==> config.mk <==
export PLATFORM = sky130hd
export DESIGN_NAME = eeu_entry
export DESIGN_NICKNAME = d
export VERILOG_FILES = /design/src/verilog/eeu_pkg.sv /design/src/verilog/eeu_pin_detect.sv /design/src/verilog/eeu_prio_pick.sv /design/src/verilog/eeu_entry.sv
export VERILOG_INCLUDE_DIRS = /design/src /design/src/verilog
export SDC_FILE = /design/constraint.sdc
export NUM_CORES = 2
export LEC_CHECK = 0
export ABC_AREA = 1
export BUFFER_PORTS_ARGS = -buffer_cell sky130_fd_sc_hd__buf_2
export CAP_MARGIN = 15
export CORE_ASPECT_RATIO = 1.2
export CORE_MARGIN = 2
export CORE_UTILIZATION = 45
export CTS_BUF_LIST = sky130_fd_sc_hd__clkbuf_16
export DETAILED_ROUTE_END_ITERATION = 12
export GPL_TIMING_DRIVEN = 0
export REMOVE_ABC_BUFFERS = 1
export SYNTH_ARGS = -nofsm -noshare
export SYNTH_HDL_FRONTEND = slang
export SYNTH_SLANG_ARGS = --single-unit
==> constraint.sdc <==
create_clock -name CLOCK -period 41.4 [get_ports CLOCK]
set_input_delay 4.14 -clock CLOCK [delete_from_list [all_inputs] [get_ports CLOCK]]
set_output_delay 4.14 -clock CLOCK [all_outputs]
set_load 0.005 [all_outputs]
==> src/verilog/eeu_params.svh <==
/*
 * Constants of the exception entry unit: register offsets, field
 * positions, reset values, codes and vector numbers.
 * Assumes inclusion by bare name from the request detector and entry unit design files.
 */
`ifndef EEU_PARAMS_SVH
`define EEU_PARAMS_SVH
// ----------------------------------------------------------------
// Register byte offsets
// ----------------------------------------------------------------
`define EEU_OFS_INT_CONTROL 8'h00
`define EEU_OFS_CPU_PRIO    8'h04
`define EEU_OFS_IRQ_SENSE   8'h08
`define EEU_OFS_IRQ_ENABLE  8'h0C
`define EEU_OFS_IRQ_FLAGS   8'h10
`define EEU_OFS_STATUS      8'h14
`define EEU_OFS_SRC_PRIO    8'h20
`define EEU_WORD_SHIFT      2
// ----------------------------------------------------------------
// Field positions and codes
// ----------------------------------------------------------------
`define EEU_B_MODE_HI   5
`define EEU_B_MODE_LO   4
`define EEU_B_NMI_EDGE  3
`define EEU_B_CPUPCE    7
`define EEU_B_DTCP_HI   6
`define EEU_B_DTCP_LO   4
`define EEU_B_IPSETE    3
`define EEU_B_CPUP_HI   2
`define EEU_B_CPUP_LO   0
`define EEU_B_CCR_I     7
`define EEU_B_EXR_T     7
`define EEU_B_MASK_HI   2
`define EEU_B_MASK_LO   0
`define EEU_B_ROUTE     3
`define EEU_MODE0       2'h0
`define EEU_MODE2       2'h2
`define EEU_SENSE_LOW   2'h0
`define EEU_SENSE_FALL  2'h1
`define EEU_SENSE_RISE  2'h2
`define EEU_SENSE_BOTH  2'h3
// ----------------------------------------------------------------
// Reset values, frame layout and vector numbers
// ----------------------------------------------------------------
`define EEU_RST_NIBBLE  4'h7
`define EEU_MASK_TOP    3'h7
`define EEU_ALIGN_MASK  32'hFFFF_FFFE
`define EEU_FRAME_PC    32'h0000_0004
`define EEU_FRAME_FLG   32'h0000_0008
`define EEU_VEC_TRACE   8'h05
`define EEU_VEC_NMI     8'h07
`define EEU_VEC_TRAP    8'h08
`define EEU_VEC_ILLEGAL 8'h0C
`define EEU_VEC_SLOT    8'h0D
`define EEU_VEC_AERR    8'h0E
`define EEU_VEC_DAERR   8'h0F
`define EEU_VEC_SRC     8'h40
`endif

==> src/verilog/eeu_pkg.sv <==
/*
 * Types of the exception entry unit: entry states and the carriers
 * between the unit and the processor core.
 * Assumes a 32-bit core with 8-bit flag and extended control registers.
 */
package eeu_pkg;
	typedef enum logic [4:0] {
		ST_IDLE     = 5'h01,
		ST_PUSH_PC  = 5'h02,
		ST_PUSH_FLG = 5'h04,
		ST_VEC      = 5'h08,
		ST_DONE     = 5'h10
	} eeu_state_t;

	typedef struct packed {
		logic        boundary;
		logic        trap_exec;
		logic [1:0]  trap_num;
		logic        undef_exec;
		logic        slot_exec;
		logic        slot_multiword;
		logic        slot_pc_change;
		logic        stack_op;
		logic        cpu_addr_err;
		logic        dtc_addr_err;
		logic        mem_ack;
		logic [31:0] mem_rdata;
		logic [31:0] pc;
		logic [31:0] sp;
		logic [31:0] vbr;
		logic [7:0]  condition_code_reg;
		logic [7:0]  extended_control_reg;
	} eeu_core_in_t;

	typedef struct packed {
		logic        busy;
		logic        mem_req;
		logic        mem_we;
		logic [31:0] mem_addr;
		logic [31:0] mem_wdata;
		logic        pc_load;
		logic [31:0] new_pc;
		logic        flag_load;
		logic [7:0]  new_ccr;
		logic [7:0]  new_exr;
		logic [31:0] new_sp;
	} eeu_core_out_t;
endpackage

==> src/verilog/eeu_pin_detect.sv <==
/*
 * Request detector for the active-low external request lines.
 * Assumes pins synchronous to clk; a flag clear loses to a new event.
 */
`timescale 1ns/1ns
`include "eeu_params.svh"
module eeu_pin_detect #(
	parameter int N = 12
) (
	input  wire logic [N-1:0]   clk_rst_unused, // Unused spare, tie low
	input  wire logic           clk,            // System clock
	input  wire logic           rst_n,          // Synchronised reset
	input  wire logic [N-1:0]   pin_b,          // Request lines
	input  wire logic [2*N-1:0] sense,          // Two sense bits per line
	input  wire logic [N-1:0]   clr,            // Flag clear per line
	output logic      [N-1:0]   active          // Request seen per line
);
	typedef struct packed {
		logic [N-1:0] prev;
		logic [N-1:0] flag;
	} eeu_det_t;
	eeu_det_t s_ff, nxt_s;
	logic     hit;

	always_comb begin
		hit = 1'b0;
		nxt_s.prev = pin_b;
		nxt_s.flag = s_ff.flag;
		for (int i = 0; i < N; i++) begin
			case (sense[2*i +: 2])
			`EEU_SENSE_LOW:  hit = !pin_b[i];
			`EEU_SENSE_FALL: hit = s_ff.prev[i] && !pin_b[i];
			`EEU_SENSE_RISE: hit = !s_ff.prev[i] && pin_b[i];
			default:         hit = s_ff.prev[i] != pin_b[i];
			endcase
			if (sense[2*i +: 2] == `EEU_SENSE_LOW)
				nxt_s.flag[i] = hit;
			else
				nxt_s.flag[i] = (s_ff.flag[i] && !clr[i]) || hit; // [RULE16]
		end
	end

	always_ff @(posedge clk or negedge rst_n) begin
		if (!rst_n) begin
			s_ff      <= '0;
			s_ff.prev <= '1;
		end else
			s_ff <= nxt_s;
	end

	assign active = s_ff.flag;
endmodule

==> src/verilog/eeu_prio_pick.sv <==
/*
 * Picks the pending source with the highest level; lowest index on a tie.
 * Assumes three level bits per source, packed from source 0 upward.
 */
`timescale 1ns/1ns
module eeu_prio_pick #(
	parameter int N  = 68,
	parameter int IW = 7
) (
	input  wire logic [N-1:0]   req,   // Pending sources
	input  wire logic [3*N-1:0] lvl,   // Level per source
	output logic                valid, // Some source pending
	output logic      [IW-1:0]  idx,   // Winning source
	output logic      [2:0]     level  // Winning level
);
	always_comb begin
		valid = 1'b0;
		idx   = '0;
		level = '0;
		for (int i = 0; i < N; i++) begin
			if (req[i] && (!valid || lvl[3*i +: 3] > level)) begin // [RULE13]
				valid = 1'b1;
				idx   = IW'(i);
				level = lvl[3*i +: 3];
			end
		end
	end
endmodule

==> src/verilog/eeu_entry.sv <==
/*
 * Exception entry unit: request intake, priority and masking, transfer
 * controller dispatch, and the stack save / vector fetch sequence.
 * Assumes a core that stalls while busy, answers each memory request
 * with mem_ack, and reports instruction boundaries; registers over
 * Avalon-MM with waitrequest.
 */
`timescale 1ns/1ns
`include "eeu_params.svh"
// Notes on behaviour
// (RULE1) NMI, twelve request lines, peripheral requests accepted
// (RULE2) Every source gets its own vector
// (RULE3) Interrupt entry saves, masks, clears trace mode 2, vectors
// (RULE4) Trap always runs the same entry
// (RULE5) Trap vector chosen by number 0..3
// (RULE6) Trap: mask bit set, trace cleared mode 2
// (RULE7) Undefined opcode raises illegal-instruction entry
// (RULE8) Bad delay-slot instruction raises slot exception
// (RULE9) Illegal: mask bit set, trace cleared mode 2
// (RULE10) Stack low bit ignored; odd pointer faults
// (RULE11) Software keeps stack pointer even
// (RULE12) Two control modes from two-bit field
// (RULE13) Eight priority levels per source
// (RULE14) Level-8 events always accepted
// (RULE15) NMI highest, edge selectable
// (RULE16) Request lines: fall, rise, both, low
// (RULE17) Requests may start transfer controller instead
// (RULE18) CPU and controller levels; CPU auto-updates
// (RULE19) CPU entry may outrank controller transfers
// (RULE20) Mode codes 00, 10; others refused
// (RULE21) Mode 0 bit mask, mode 2 level mask
// (RULE22) Edge select: 0 falling, 1 rising
// (RULE23) Entry only at instruction boundaries
module eeu_entry
	import eeu_pkg::*;
#(
	parameter int N_IRQ    = 12,
	parameter int N_PERIPH = 56,
	parameter int IW       = $clog2(N_IRQ + N_PERIPH)
) (
	input  wire logic                CLOCK,             // 20 MHz system clock
	input  wire logic                RST_B,             // Async reset, active low
	input  wire logic [7:0]          ADDRESS,           // Avalon byte address
	input  wire logic                READ,              // Avalon read
	input  wire logic                WRITE,             // Avalon write
	input  wire logic [3:0]          BYTEENABLE,        // Avalon byte enables
	input  wire logic [31:0]         WRITEDATA,         // Avalon write data
	output logic      [31:0]         READDATA,          // Avalon read data
	output logic                     WAITREQUEST,       // Avalon wait
	input  wire logic                NMI_PIN,           // Nonmaskable request
	input  wire logic [N_IRQ-1:0]    EXT_REQUEST_LINES, // Active-low requests
	input  wire logic [N_PERIPH-1:0] PERIPH_REQ,        // Peripheral levels
	input  wire logic                DTC_BUSY,          // Controller busy
	output logic                     DTC_REQ,           // Controller start
	output logic      [IW-1:0]       DTC_SRC,           // Source started
	input  wire eeu_core_in_t        CORE_IN,           // Core status
	output eeu_core_out_t            CORE_OUT           // Core commands
);
	import eeu_pkg::*;

	localparam int N_SRC = N_IRQ + N_PERIPH;
	localparam int N_REG = (N_SRC + 7) / 8;

	typedef struct packed {
		eeu_state_t          st;
		logic [1:0]          mode;
		logic                nmi_edge;
		logic [7:0]          cpupcr;
		logic [2*N_IRQ-1:0]  sense;
		logic [N_IRQ-1:0]    irq_en;
		logic [32*N_REG-1:0] src_prio;
		logic                nmi_prev;
		logic                nmi_flag;
		logic                trap_pend;
		logic [1:0]          trap_num;
		logic                ill_pend;
		logic                slot_pend;
		logic                aerr_pend;
		logic                daerr_pend;
		logic [7:0]          vec;
		logic [31:0]         flg_word;
		logic [7:0]          ccr_n;
		logic [7:0]          exr_n;
		logic [31:0]         sp_base;
		logic                wait_r;
		logic [31:0]         rdata;
		logic                dtc_req;
		logic [IW-1:0]       dtc_src;
		eeu_core_out_t       co;
	} eeu_top_t;

	logic [1:0]         rst_sync_ff;
	logic               rst_n;
	eeu_top_t           s_ff;
	eeu_top_t           nxt_s;
	logic [N_IRQ-1:0]   irq_act;
	logic [N_IRQ-1:0]   irq_clr;
	logic [N_SRC-1:0]   src_req;
	logic [N_SRC-1:0]   src_route;
	logic [3*N_SRC-1:0] src_lvl;
	logic               cpu_v;
	logic               dtc_v;
	logic [IW-1:0]      cpu_idx;
	logic [IW-1:0]      dtc_idx;
	logic [2:0]         cpu_lvl;
	logic               mode2;
	logic               idle;
	logic [2:0]         cpup_eff;
	logic               p_hit;
	logic [7:0]         pidx;
	logic [31:0]        rd_val;
	logic [31:0]        wv;
	logic               wr_go;
	logic               nmi_hit;
	logic               trap_now;
	logic               ill_now;
	logic               slot_now;
	logic               aerr_now;
	logic               daerr_now;
	logic               cpu_ok;
	logic               ent_go;
	logic               ent_int;
	logic [7:0]         ent_vec;
	logic [2:0]         ent_mask;

	function automatic logic [31:0] be_merge(input logic [31:0] old,
		input logic [31:0] wd, input logic [3:0] be);
		for (int b = 0; b < 4; b++)
			if (be[b])
				old[8*b +: 8] = wd[8*b +: 8];
		return old;
	endfunction

	function automatic logic [N_IRQ-1:0] irq_onehot(input logic [IW-1:0] idx);
		irq_onehot = '0;
		for (int i = 0; i < N_IRQ; i++)
			if (idx == IW'(i))
				irq_onehot[i] = 1'b1;
	endfunction

	// ----------------------------------------------------------------
	// Reset release and source intake
	// ----------------------------------------------------------------
	always_ff @(posedge CLOCK or negedge RST_B) begin
		if (!RST_B)
			rst_sync_ff <= 2'h0;
		else
			rst_sync_ff <= {rst_sync_ff[0], 1'b1};
	end
	assign rst_n = rst_sync_ff[1];

	eeu_pin_detect #(.N(N_IRQ)) u_detect (
		.clk_rst_unused ('0),
		.clk            (CLOCK),
		.rst_n          (rst_n),
		.pin_b          (EXT_REQUEST_LINES),
		.sense          (s_ff.sense),
		.clr            (irq_clr),
		.active         (irq_act)
	);

	// Each nibble: route bit over a three-bit level
	genvar g;
	generate
		for (g = 0; g < N_SRC; g++) begin : g_src
			assign src_lvl[3*g +: 3] = s_ff.src_prio[4*g +: 3];
			assign src_route[g]      = s_ff.src_prio[4*g + `EEU_B_ROUTE];
		end
	endgenerate
	assign src_req = {PERIPH_REQ, irq_act & s_ff.irq_en}; // [RULE1]

	eeu_prio_pick #(.N(N_SRC), .IW(IW)) u_pick_cpu (
		.req   (src_req & ~src_route),
		.lvl   (src_lvl),
		.valid (cpu_v),
		.idx   (cpu_idx),
		.level (cpu_lvl)
	);

	eeu_prio_pick #(.N(N_SRC), .IW(IW)) u_pick_dtc (
		.req   (src_req & src_route), // [RULE17]
		.lvl   (src_lvl),
		.valid (dtc_v),
		.idx   (dtc_idx),
		.level ()
	);

	// ----------------------------------------------------------------
	// Next state
	// ----------------------------------------------------------------
	always_comb begin
		nxt_s   = s_ff;
		irq_clr = '0;
		mode2   = (s_ff.mode == `EEU_MODE2);
		idle    = (s_ff.st == ST_IDLE);
		if (!s_ff.cpupcr[`EEU_B_IPSETE])
			cpup_eff = s_ff.cpupcr[`EEU_B_CPUP_HI:`EEU_B_CPUP_LO];
		else if (mode2)
			cpup_eff = CORE_IN.extended_control_reg[`EEU_B_MASK_HI:`EEU_B_MASK_LO]; // [RULE18]
		else
			cpup_eff = {3{CORE_IN.condition_code_reg[`EEU_B_CCR_I]}};

		// Register read value, also the base of byte-enable merges
		p_hit = (ADDRESS >= `EEU_OFS_SRC_PRIO)
			&& (ADDRESS < `EEU_OFS_SRC_PRIO + 8'(4 * N_REG))
			&& (ADDRESS[1:0] == 2'h0);
		pidx   = (ADDRESS - `EEU_OFS_SRC_PRIO) >> `EEU_WORD_SHIFT;
		rd_val = '0;
		if (p_hit)
			rd_val = s_ff.src_prio[32*pidx +: 32];
		else begin
			case (ADDRESS)
			`EEU_OFS_INT_CONTROL: begin
				rd_val[`EEU_B_MODE_HI:`EEU_B_MODE_LO] = s_ff.mode;
				rd_val[`EEU_B_NMI_EDGE]               = s_ff.nmi_edge;
			end
			`EEU_OFS_CPU_PRIO: begin
				rd_val[7:0] = s_ff.cpupcr;
				rd_val[`EEU_B_CPUP_HI:`EEU_B_CPUP_LO] = cpup_eff;
			end
			`EEU_OFS_IRQ_SENSE:  rd_val = 32'(s_ff.sense);
			`EEU_OFS_IRQ_ENABLE: rd_val = 32'(s_ff.irq_en);
			`EEU_OFS_IRQ_FLAGS:  rd_val = 32'(irq_act);
			`EEU_OFS_STATUS:     rd_val = {22'h0, s_ff.co.busy, s_ff.nmi_flag, s_ff.vec};
			default:             rd_val = '0;
			endcase
		end

		// One wait cycle, then the answer stands for one cycle
		wr_go = WRITE && !s_ff.wait_r;
		if ((READ || WRITE) && s_ff.wait_r) begin
			nxt_s.wait_r = 1'b0;
			nxt_s.rdata  = rd_val;
		end else
			nxt_s.wait_r = 1'b1;
		wv = be_merge(rd_val, WRITEDATA, BYTEENABLE);
		if (wr_go) begin
			if (p_hit)
				nxt_s.src_prio[32*pidx +: 32] = wv; // [RULE13]
			else begin
				case (ADDRESS)
				`EEU_OFS_INT_CONTROL: begin
					if (wv[`EEU_B_MODE_HI:`EEU_B_MODE_LO] == `EEU_MODE0
						|| wv[`EEU_B_MODE_HI:`EEU_B_MODE_LO] == `EEU_MODE2)
						nxt_s.mode = wv[`EEU_B_MODE_HI:`EEU_B_MODE_LO]; // [RULE12] [RULE20]
					nxt_s.nmi_edge = wv[`EEU_B_NMI_EDGE];
				end
				`EEU_OFS_CPU_PRIO: begin
					nxt_s.cpupcr[7:3] = wv[7:3];
					if (!s_ff.cpupcr[`EEU_B_IPSETE])
						nxt_s.cpupcr[2:0] = wv[2:0]; // [RULE18]
				end
				`EEU_OFS_IRQ_SENSE:  nxt_s.sense  = wv[2*N_IRQ-1:0];
				`EEU_OFS_IRQ_ENABLE: nxt_s.irq_en = wv[N_IRQ-1:0];
				`EEU_OFS_IRQ_FLAGS:  irq_clr      = ~wv[N_IRQ-1:0];
				default: ;
				endcase
			end
		end

		// Event intake; a fault during entry is dropped to stop re-stacking
		nxt_s.nmi_prev = NMI_PIN;
		nmi_hit = s_ff.nmi_edge ? (!s_ff.nmi_prev && NMI_PIN)
			: (s_ff.nmi_prev && !NMI_PIN); // [RULE15] [RULE22]
		trap_now = s_ff.trap_pend || CORE_IN.trap_exec; // [RULE4]
		ill_now  = s_ff.ill_pend || CORE_IN.undef_exec; // [RULE7]
		slot_now = s_ff.slot_pend || (CORE_IN.slot_exec
			&& (CORE_IN.slot_multiword || CORE_IN.slot_pc_change)); // [RULE8]
		aerr_now = s_ff.aerr_pend || (idle && (CORE_IN.cpu_addr_err
			|| (CORE_IN.stack_op && CORE_IN.sp[0]))); // [RULE10]
		daerr_now = s_ff.daerr_pend || (idle && CORE_IN.dtc_addr_err);
		if (CORE_IN.trap_exec)
			nxt_s.trap_num = CORE_IN.trap_num;
		nxt_s.nmi_flag   = s_ff.nmi_flag || nmi_hit;
		nxt_s.trap_pend  = trap_now;
		nxt_s.ill_pend   = ill_now;
		nxt_s.slot_pend  = slot_now;
		nxt_s.aerr_pend  = aerr_now;
		nxt_s.daerr_pend = daerr_now;

		if (mode2)
			cpu_ok = cpu_v && (cpu_lvl > CORE_IN.extended_control_reg[`EEU_B_MASK_HI:`EEU_B_MASK_LO]);
		else
			cpu_ok = cpu_v && !CORE_IN.condition_code_reg[`EEU_B_CCR_I]; // [RULE21]

		// Level-8 events first, NMI at the top, then maskable sources
		ent_go   = idle && CORE_IN.boundary; // [RULE23]
		ent_int  = 1'b0;
		ent_vec  = `EEU_VEC_SRC + 8'(cpu_idx); // [RULE2]
		ent_mask = CORE_IN.extended_control_reg[`EEU_B_MASK_HI:`EEU_B_MASK_LO];
		if (s_ff.nmi_flag) begin // [RULE14] [RULE15]
			ent_vec        = `EEU_VEC_NMI;
			ent_mask       = `EEU_MASK_TOP;
			nxt_s.nmi_flag = !ent_go || nmi_hit;
		end else if (aerr_now) begin
			ent_vec         = `EEU_VEC_AERR;
			ent_mask        = `EEU_MASK_TOP;
			nxt_s.aerr_pend = !ent_go;
		end else if (daerr_now) begin
			ent_vec          = `EEU_VEC_DAERR;
			ent_mask         = `EEU_MASK_TOP;
			nxt_s.daerr_pend = !ent_go;
		end else if (trap_now) begin
			ent_vec         = `EEU_VEC_TRAP + 8'(nxt_s.trap_num); // [RULE5]
			nxt_s.trap_pend = !ent_go;
		end else if (ill_now) begin
			ent_vec        = `EEU_VEC_ILLEGAL;
			nxt_s.ill_pend = !ent_go;
		end else if (slot_now) begin
			ent_vec         = `EEU_VEC_SLOT;
			nxt_s.slot_pend = !ent_go;
		end else if (mode2 && CORE_IN.extended_control_reg[`EEU_B_EXR_T])
			ent_vec = `EEU_VEC_TRACE;
		else if (cpu_ok) begin
			ent_int  = 1'b1;
			ent_mask = cpu_lvl; // [RULE3]
			if (ent_go)
				irq_clr = irq_clr | irq_onehot(cpu_idx);
		end else
			ent_go = 1'b0;

		// Controller start, held off while the CPU outranks it
		nxt_s.dtc_req = dtc_v && !DTC_BUSY && !s_ff.dtc_req
			&& !(s_ff.cpupcr[`EEU_B_CPUPCE]
			&& cpup_eff > s_ff.cpupcr[`EEU_B_DTCP_HI:`EEU_B_DTCP_LO]); // [RULE19]
		if (nxt_s.dtc_req) begin
			nxt_s.dtc_src = dtc_idx; // [RULE17]
			irq_clr       = irq_clr | irq_onehot(dtc_idx);
		end

		// ------------------------------------------------------------
		// Entry sequence
		// ------------------------------------------------------------
		nxt_s.co.pc_load   = 1'b0;
		nxt_s.co.flag_load = 1'b0;
		unique case (s_ff.st)
		ST_IDLE: begin
			if (ent_go) begin
				nxt_s.vec      = ent_vec;
				nxt_s.flg_word = {CORE_IN.condition_code_reg, CORE_IN.extended_control_reg, 16'h0000};
				nxt_s.ccr_n    = CORE_IN.condition_code_reg;
				nxt_s.exr_n    = CORE_IN.extended_control_reg;
				if (!mode2 || !ent_int)
					nxt_s.ccr_n[`EEU_B_CCR_I] = 1'b1; // [RULE6] [RULE9]
				if (mode2) begin
					nxt_s.exr_n[`EEU_B_EXR_T] = 1'b0; // [RULE3] [RULE6] [RULE9]
					nxt_s.exr_n[`EEU_B_MASK_HI:`EEU_B_MASK_LO] = ent_mask;
				end
				nxt_s.sp_base      = CORE_IN.sp & `EEU_ALIGN_MASK; // [RULE10] [RULE11]
				nxt_s.co.busy      = 1'b1;
				nxt_s.co.mem_req   = 1'b1;
				nxt_s.co.mem_we    = 1'b1;
				nxt_s.co.mem_addr  = (CORE_IN.sp & `EEU_ALIGN_MASK) - `EEU_FRAME_PC;
				nxt_s.co.mem_wdata = CORE_IN.pc; // [RULE3]
				nxt_s.st           = ST_PUSH_PC;
			end
		end
		ST_PUSH_PC: begin
			if (CORE_IN.mem_ack) begin
				nxt_s.co.mem_addr  = s_ff.sp_base - `EEU_FRAME_FLG;
				nxt_s.co.mem_wdata = s_ff.flg_word;
				nxt_s.st           = ST_PUSH_FLG;
			end
		end
		ST_PUSH_FLG: begin
			if (CORE_IN.mem_ack) begin
				nxt_s.co.mem_we   = 1'b0;
				nxt_s.co.mem_addr = CORE_IN.vbr
					+ (32'(s_ff.vec) << `EEU_WORD_SHIFT);
				nxt_s.st          = ST_VEC;
			end
		end
		ST_VEC: begin
			if (CORE_IN.mem_ack) begin
				nxt_s.co.mem_req   = 1'b0;
				nxt_s.co.pc_load   = 1'b1;
				nxt_s.co.new_pc    = CORE_IN.mem_rdata;
				nxt_s.co.flag_load = 1'b1;
				nxt_s.co.new_ccr   = s_ff.ccr_n;
				nxt_s.co.new_exr   = s_ff.exr_n;
				nxt_s.co.new_sp    = s_ff.sp_base - `EEU_FRAME_FLG;
				nxt_s.st           = ST_DONE;
			end
		end
		ST_DONE: begin
			nxt_s.co.busy = 1'b0;
			nxt_s.st      = ST_IDLE;
		end
		endcase
	end

	// ----------------------------------------------------------------
	// State register
	// ----------------------------------------------------------------
	always_ff @(posedge CLOCK or negedge rst_n) begin
		if (!rst_n) begin
			s_ff          <= '0;
			s_ff.st       <= ST_IDLE;
			s_ff.wait_r   <= 1'b1;
			s_ff.nmi_prev <= 1'b1;
			s_ff.src_prio <= {(8 * N_REG){`EEU_RST_NIBBLE}};
		end else
			s_ff <= nxt_s;
	end

	assign READDATA    = s_ff.rdata;
	assign WAITREQUEST = s_ff.wait_r;
	assign DTC_REQ     = s_ff.dtc_req;
	assign DTC_SRC     = s_ff.dtc_src;
	assign CORE_OUT    = s_ff.co;
endmodule

==> results.py <==
metrics = {
    "detailed_routing": {
        "via_per_inst": 5.67,
        "drc": 0,
        "wl_mm": 206,
        "ant_nets": 0,
        "first_iter_violations": 4336,
        "vias": 51600,
        "dr.pass1.iters": 6,
        "wl_per_cell_um": 22.6,
    },
    "timing": {
        "rsz0062_at_grt": "yes",
        "setup_ws_ns": -29.18,
        "timing.fmax_mhz": 14.2,
        "drv_slew": 0,
        "fin_crit_sh_pct": 170,
        "tightest_slew_ns": 1.36,
        "slew_headroom_pct": 8.47,
        "setup_viol": 150,
        "hold_viol": 0,
        "fin_skew_ns": 0.0360,
        "period_minus_slack_ns": 70.58,
    },
    "critical_path": {
        "cp-start-kind": "flip-flop",
        "cp.arrival_ns": 71.15,
        "cpMostUsedCell": "nand2_4",
        "r2r_cells": 660,
        "crit_type": "flip-flop to flip-flop",
        "slowest_delay_ns": 0.39,
        "cpMaxStageDelayCell": "dfrtp_1",
        "critPathRequiredTime_ns": 41.97,
        "cp-end-kind": "flip-flop",
        "crit_fanout": 7,
    },
    "floorplan": {
        "start_util_pct": 45.4,
        "chipWidth_um": 305,
        "die_h_um": 365,
        "die_area_mm2": 0.112,
        "ios": 464,
        "std_cell_rows": 132,
        "core_mm2": 0.108,
    },
    "grt": {
        "grt-ovfl-total": 0,
        "antenna_found_initial": 18,
        "grt_max_degree": 119,
        "grt_pass1_vias": 47500,
        "grt_pass1_wl_mm": 296,
        "gr-usage-all-layers_pct": 35.1,
    },
    "clocking": {
        "cts_root_buffer": "clkbuf_16",
        "cts_buffer_depth": 3,
        "cts_tree": "yes",
        "cts.sinks": 623,
        "clk_pin_slew_ns": 0.07,
        "clkLatencyLatePin_ns": 0.69,
        "cts-buffers-inserted": 72,
        "htree_num_levels": 3,
        "cts_hold_buffers": 0,
    },
    "run": {
        "max-cap-violations": 0,
    },
    "yosys": {
        "ys_types": 72,
        "ys_ff_latch": 623,
        "synth-seq-area-share_pct": 32.4,
        "synth_area_per_cell_um2": 6.90,
        "synthesis.area_mm2": 0.0490,
        "synth_ff_type": "dfrtp_1",
        "synth_edf_count": 0,
        "async_reset_ff_share_pct": 100,
        "netlist_instances": 7104,
        "ys.warnings.count": 0,
    },
    "placed_design": {
        "routabilityCongestion": 0.979,
        "place_hpwl_mm": 156,
        "io_buffers": 462,
    },
    "hold_path": {
        "min-delay-path-class": "flip-flop to asynchronous set/reset pin",
    },
    "cells_and_area": {
        "finish.utilization_pct": 56.4,
        "area_growth_pct": 24.4,
        "fin_nets": 8293,
        "drive_above_1_share_pct": 27.7,
        "fillers": 10300,
    },
    "outcome": {
        "violations": "negative setup slack",
        "status": "complete, but fails checks",
    },
}
==> synthesized netlist by cell type (all sizes together), types with 74 or more instances <==
| cell | number | area (µm²) |
|---|---|---|
| nand3 | 347 | 2020 |
| o21ai | 1153 | 5780 |
| ha | 388 | 4850 |
| dfstp | 231 | 6070 |
| nor3 | 74 | 443 |
| inv | 785 | 2950 |
| buf | 210 | 1510 |
| clkbuf | 171 | 642 |
| dfrtp | 392 | 9810 |
| a21oi | 278 | 1390 |
| nor2 | 489 | 1850 |
| nand2 | 2212 | 8800 |
==> critical path: cells and delay by family, from the launching register on <==
kind,cells,cell delay (ns)
buffers and inverters,113,5.74
and+or+nand+nor,284,25.98
AOI/OAI and AO/OA,195,19.00
adders and majority gates,68,19.03
DFF,1,0.39
==> path summary, 6_finish.rpt <==
check | start | endpoint | slack (ns)
setup reg to reg | u_detect.active[0]$_DFF_PN0_ | u_detect.active[5]$_DFF_PN0_ | -29.18
max in group asynchronous | RST_B | rst_sync_ff[1]$_DFF_PN0_ | 38.08
hold reg to reg | rst_sync_ff[1]$_DFF_PN0_ | READDATA[10]$_DFFE_PN0P_ | 0.28
min in group CLOCK | rst_sync_ff[0]$_DFF_PN0_ | rst_sync_ff[1]$_DFF_PN0_ | 0.36
hold / removal | rst_sync_ff[1]$_DFF_PN0_ | READDATA[10]$_DFFE_PN0P_ | 0.28
setup / recovery | u_detect.active[0]$_DFF_PN0_ | u_detect.active[5]$_DFF_PN0_ | -29.18
==> state kept, by name, summed over array words and instances, names as in the netlist <==
| name | count |
|---|---|
| READDATA | 32 |
| CORE_OUT | 147 |
| s_ff | 409 |
| DTC_SRC | 7 |
| u_detect.s_ff | 12 |
| rst_sync_ff | 2 |
| u_detect.active | 12 |
| DTC_REQ | 1 |
| WAITREQUEST | 1 |
==> area by class of cell <==
class	instances	area [µm²]	share of cell area [%]
multi-input cells	5302	32100	52.6
flip-flops and latches	623	15900	26.0
repair buffers	828	5840	9.57
inverters	799	3080	5.05
clock buffers	74	1850	3.04
well taps	1407	1760	2.89
clock inverters	58	423	0.694
repair inverters	4	56.3	0.0923
diodes	5	12.5	0.0205
==> metrics by stage <==
step / hold slack (ns) / cells / instance area [µm²] / setup slack, ns / TNS, ns
after floorplan: 0.331 / 6722 / 46800 / -30.83 / -4427.32
after global placement: 0.336 / 8591 / 50900 / -43.55 / -6217.95
after detailed placement: 0.269 / 8637 / 51900 / -42.38 / -6144.75
after CTS: 0.290 / 8941 / 56900 / -28.68 / -4252.70
after global routing: 0.304 / 9097 / 61000 / -33.88 / -5029.58
final: 0.282 / 9100 / 61000 / -29.18 / -4309.90
==> cell usage in the layout (no fill, tap or decap), types with 147 or more instances in the layout <==
cell type	netlist	layout
dfrtp_1	392	391
nand2_2	184	232
buf_2	0	462
nand2_1	2023	1831
o21ai_1	20	222
inv_1	771	722
nand3_1	294	276
buf_4	188	296
o21ai_2	2	147
ha_1	388	314
nor2_1	487	414
o21ai_0	1131	720
dfstp_2	231	231
a21oi_1	278	268
==> timing repair <==
action | CTS | global route
setup buffers | 164 | 151
endpoints found under the hold margin | 0 | 0
gates cloned | 8 | 2
pin swaps | 172 | 406
resized for setup | 659 | 693
setup endpoints to repair | 150 | 150
==> routing by layer <==
| metal | routed length [µm] | global-route usage, % | vias to the layer above |
|---|---|---|---|
| li1 | - | - | 24400 |
| met5 | 149 | 0 | - |
| met3 | 15800 | 5.79 | 570 |
| met4 | 16100 | 24.1 | 22 |
| met1 | 78900 | 42.2 | 24500 |
| met2 | 95000 | 57.8 | 2140 |
==> cell families (layout without fill, tap and decap cells) <==
kind of cell	after synthesis	count (layout)	share of synthesized area, %
adder cells (fa/ha/maj)	389	389	9.95
AO/OA/AOI/OAI	1683	1683	18.7
AND/OR/NAND/NOR	3178	3180	27.5
buffers and inverters	1181	1763	10.5
flip-flops	623	623	32.4
other	2	7	0.0153
multiplexers	10	10	0.207
XOR/XNOR	38	38	0.679
Power is not shown: default switching activity piles up to over one toggle a cycle in this logic, so the estimate is an artifact.
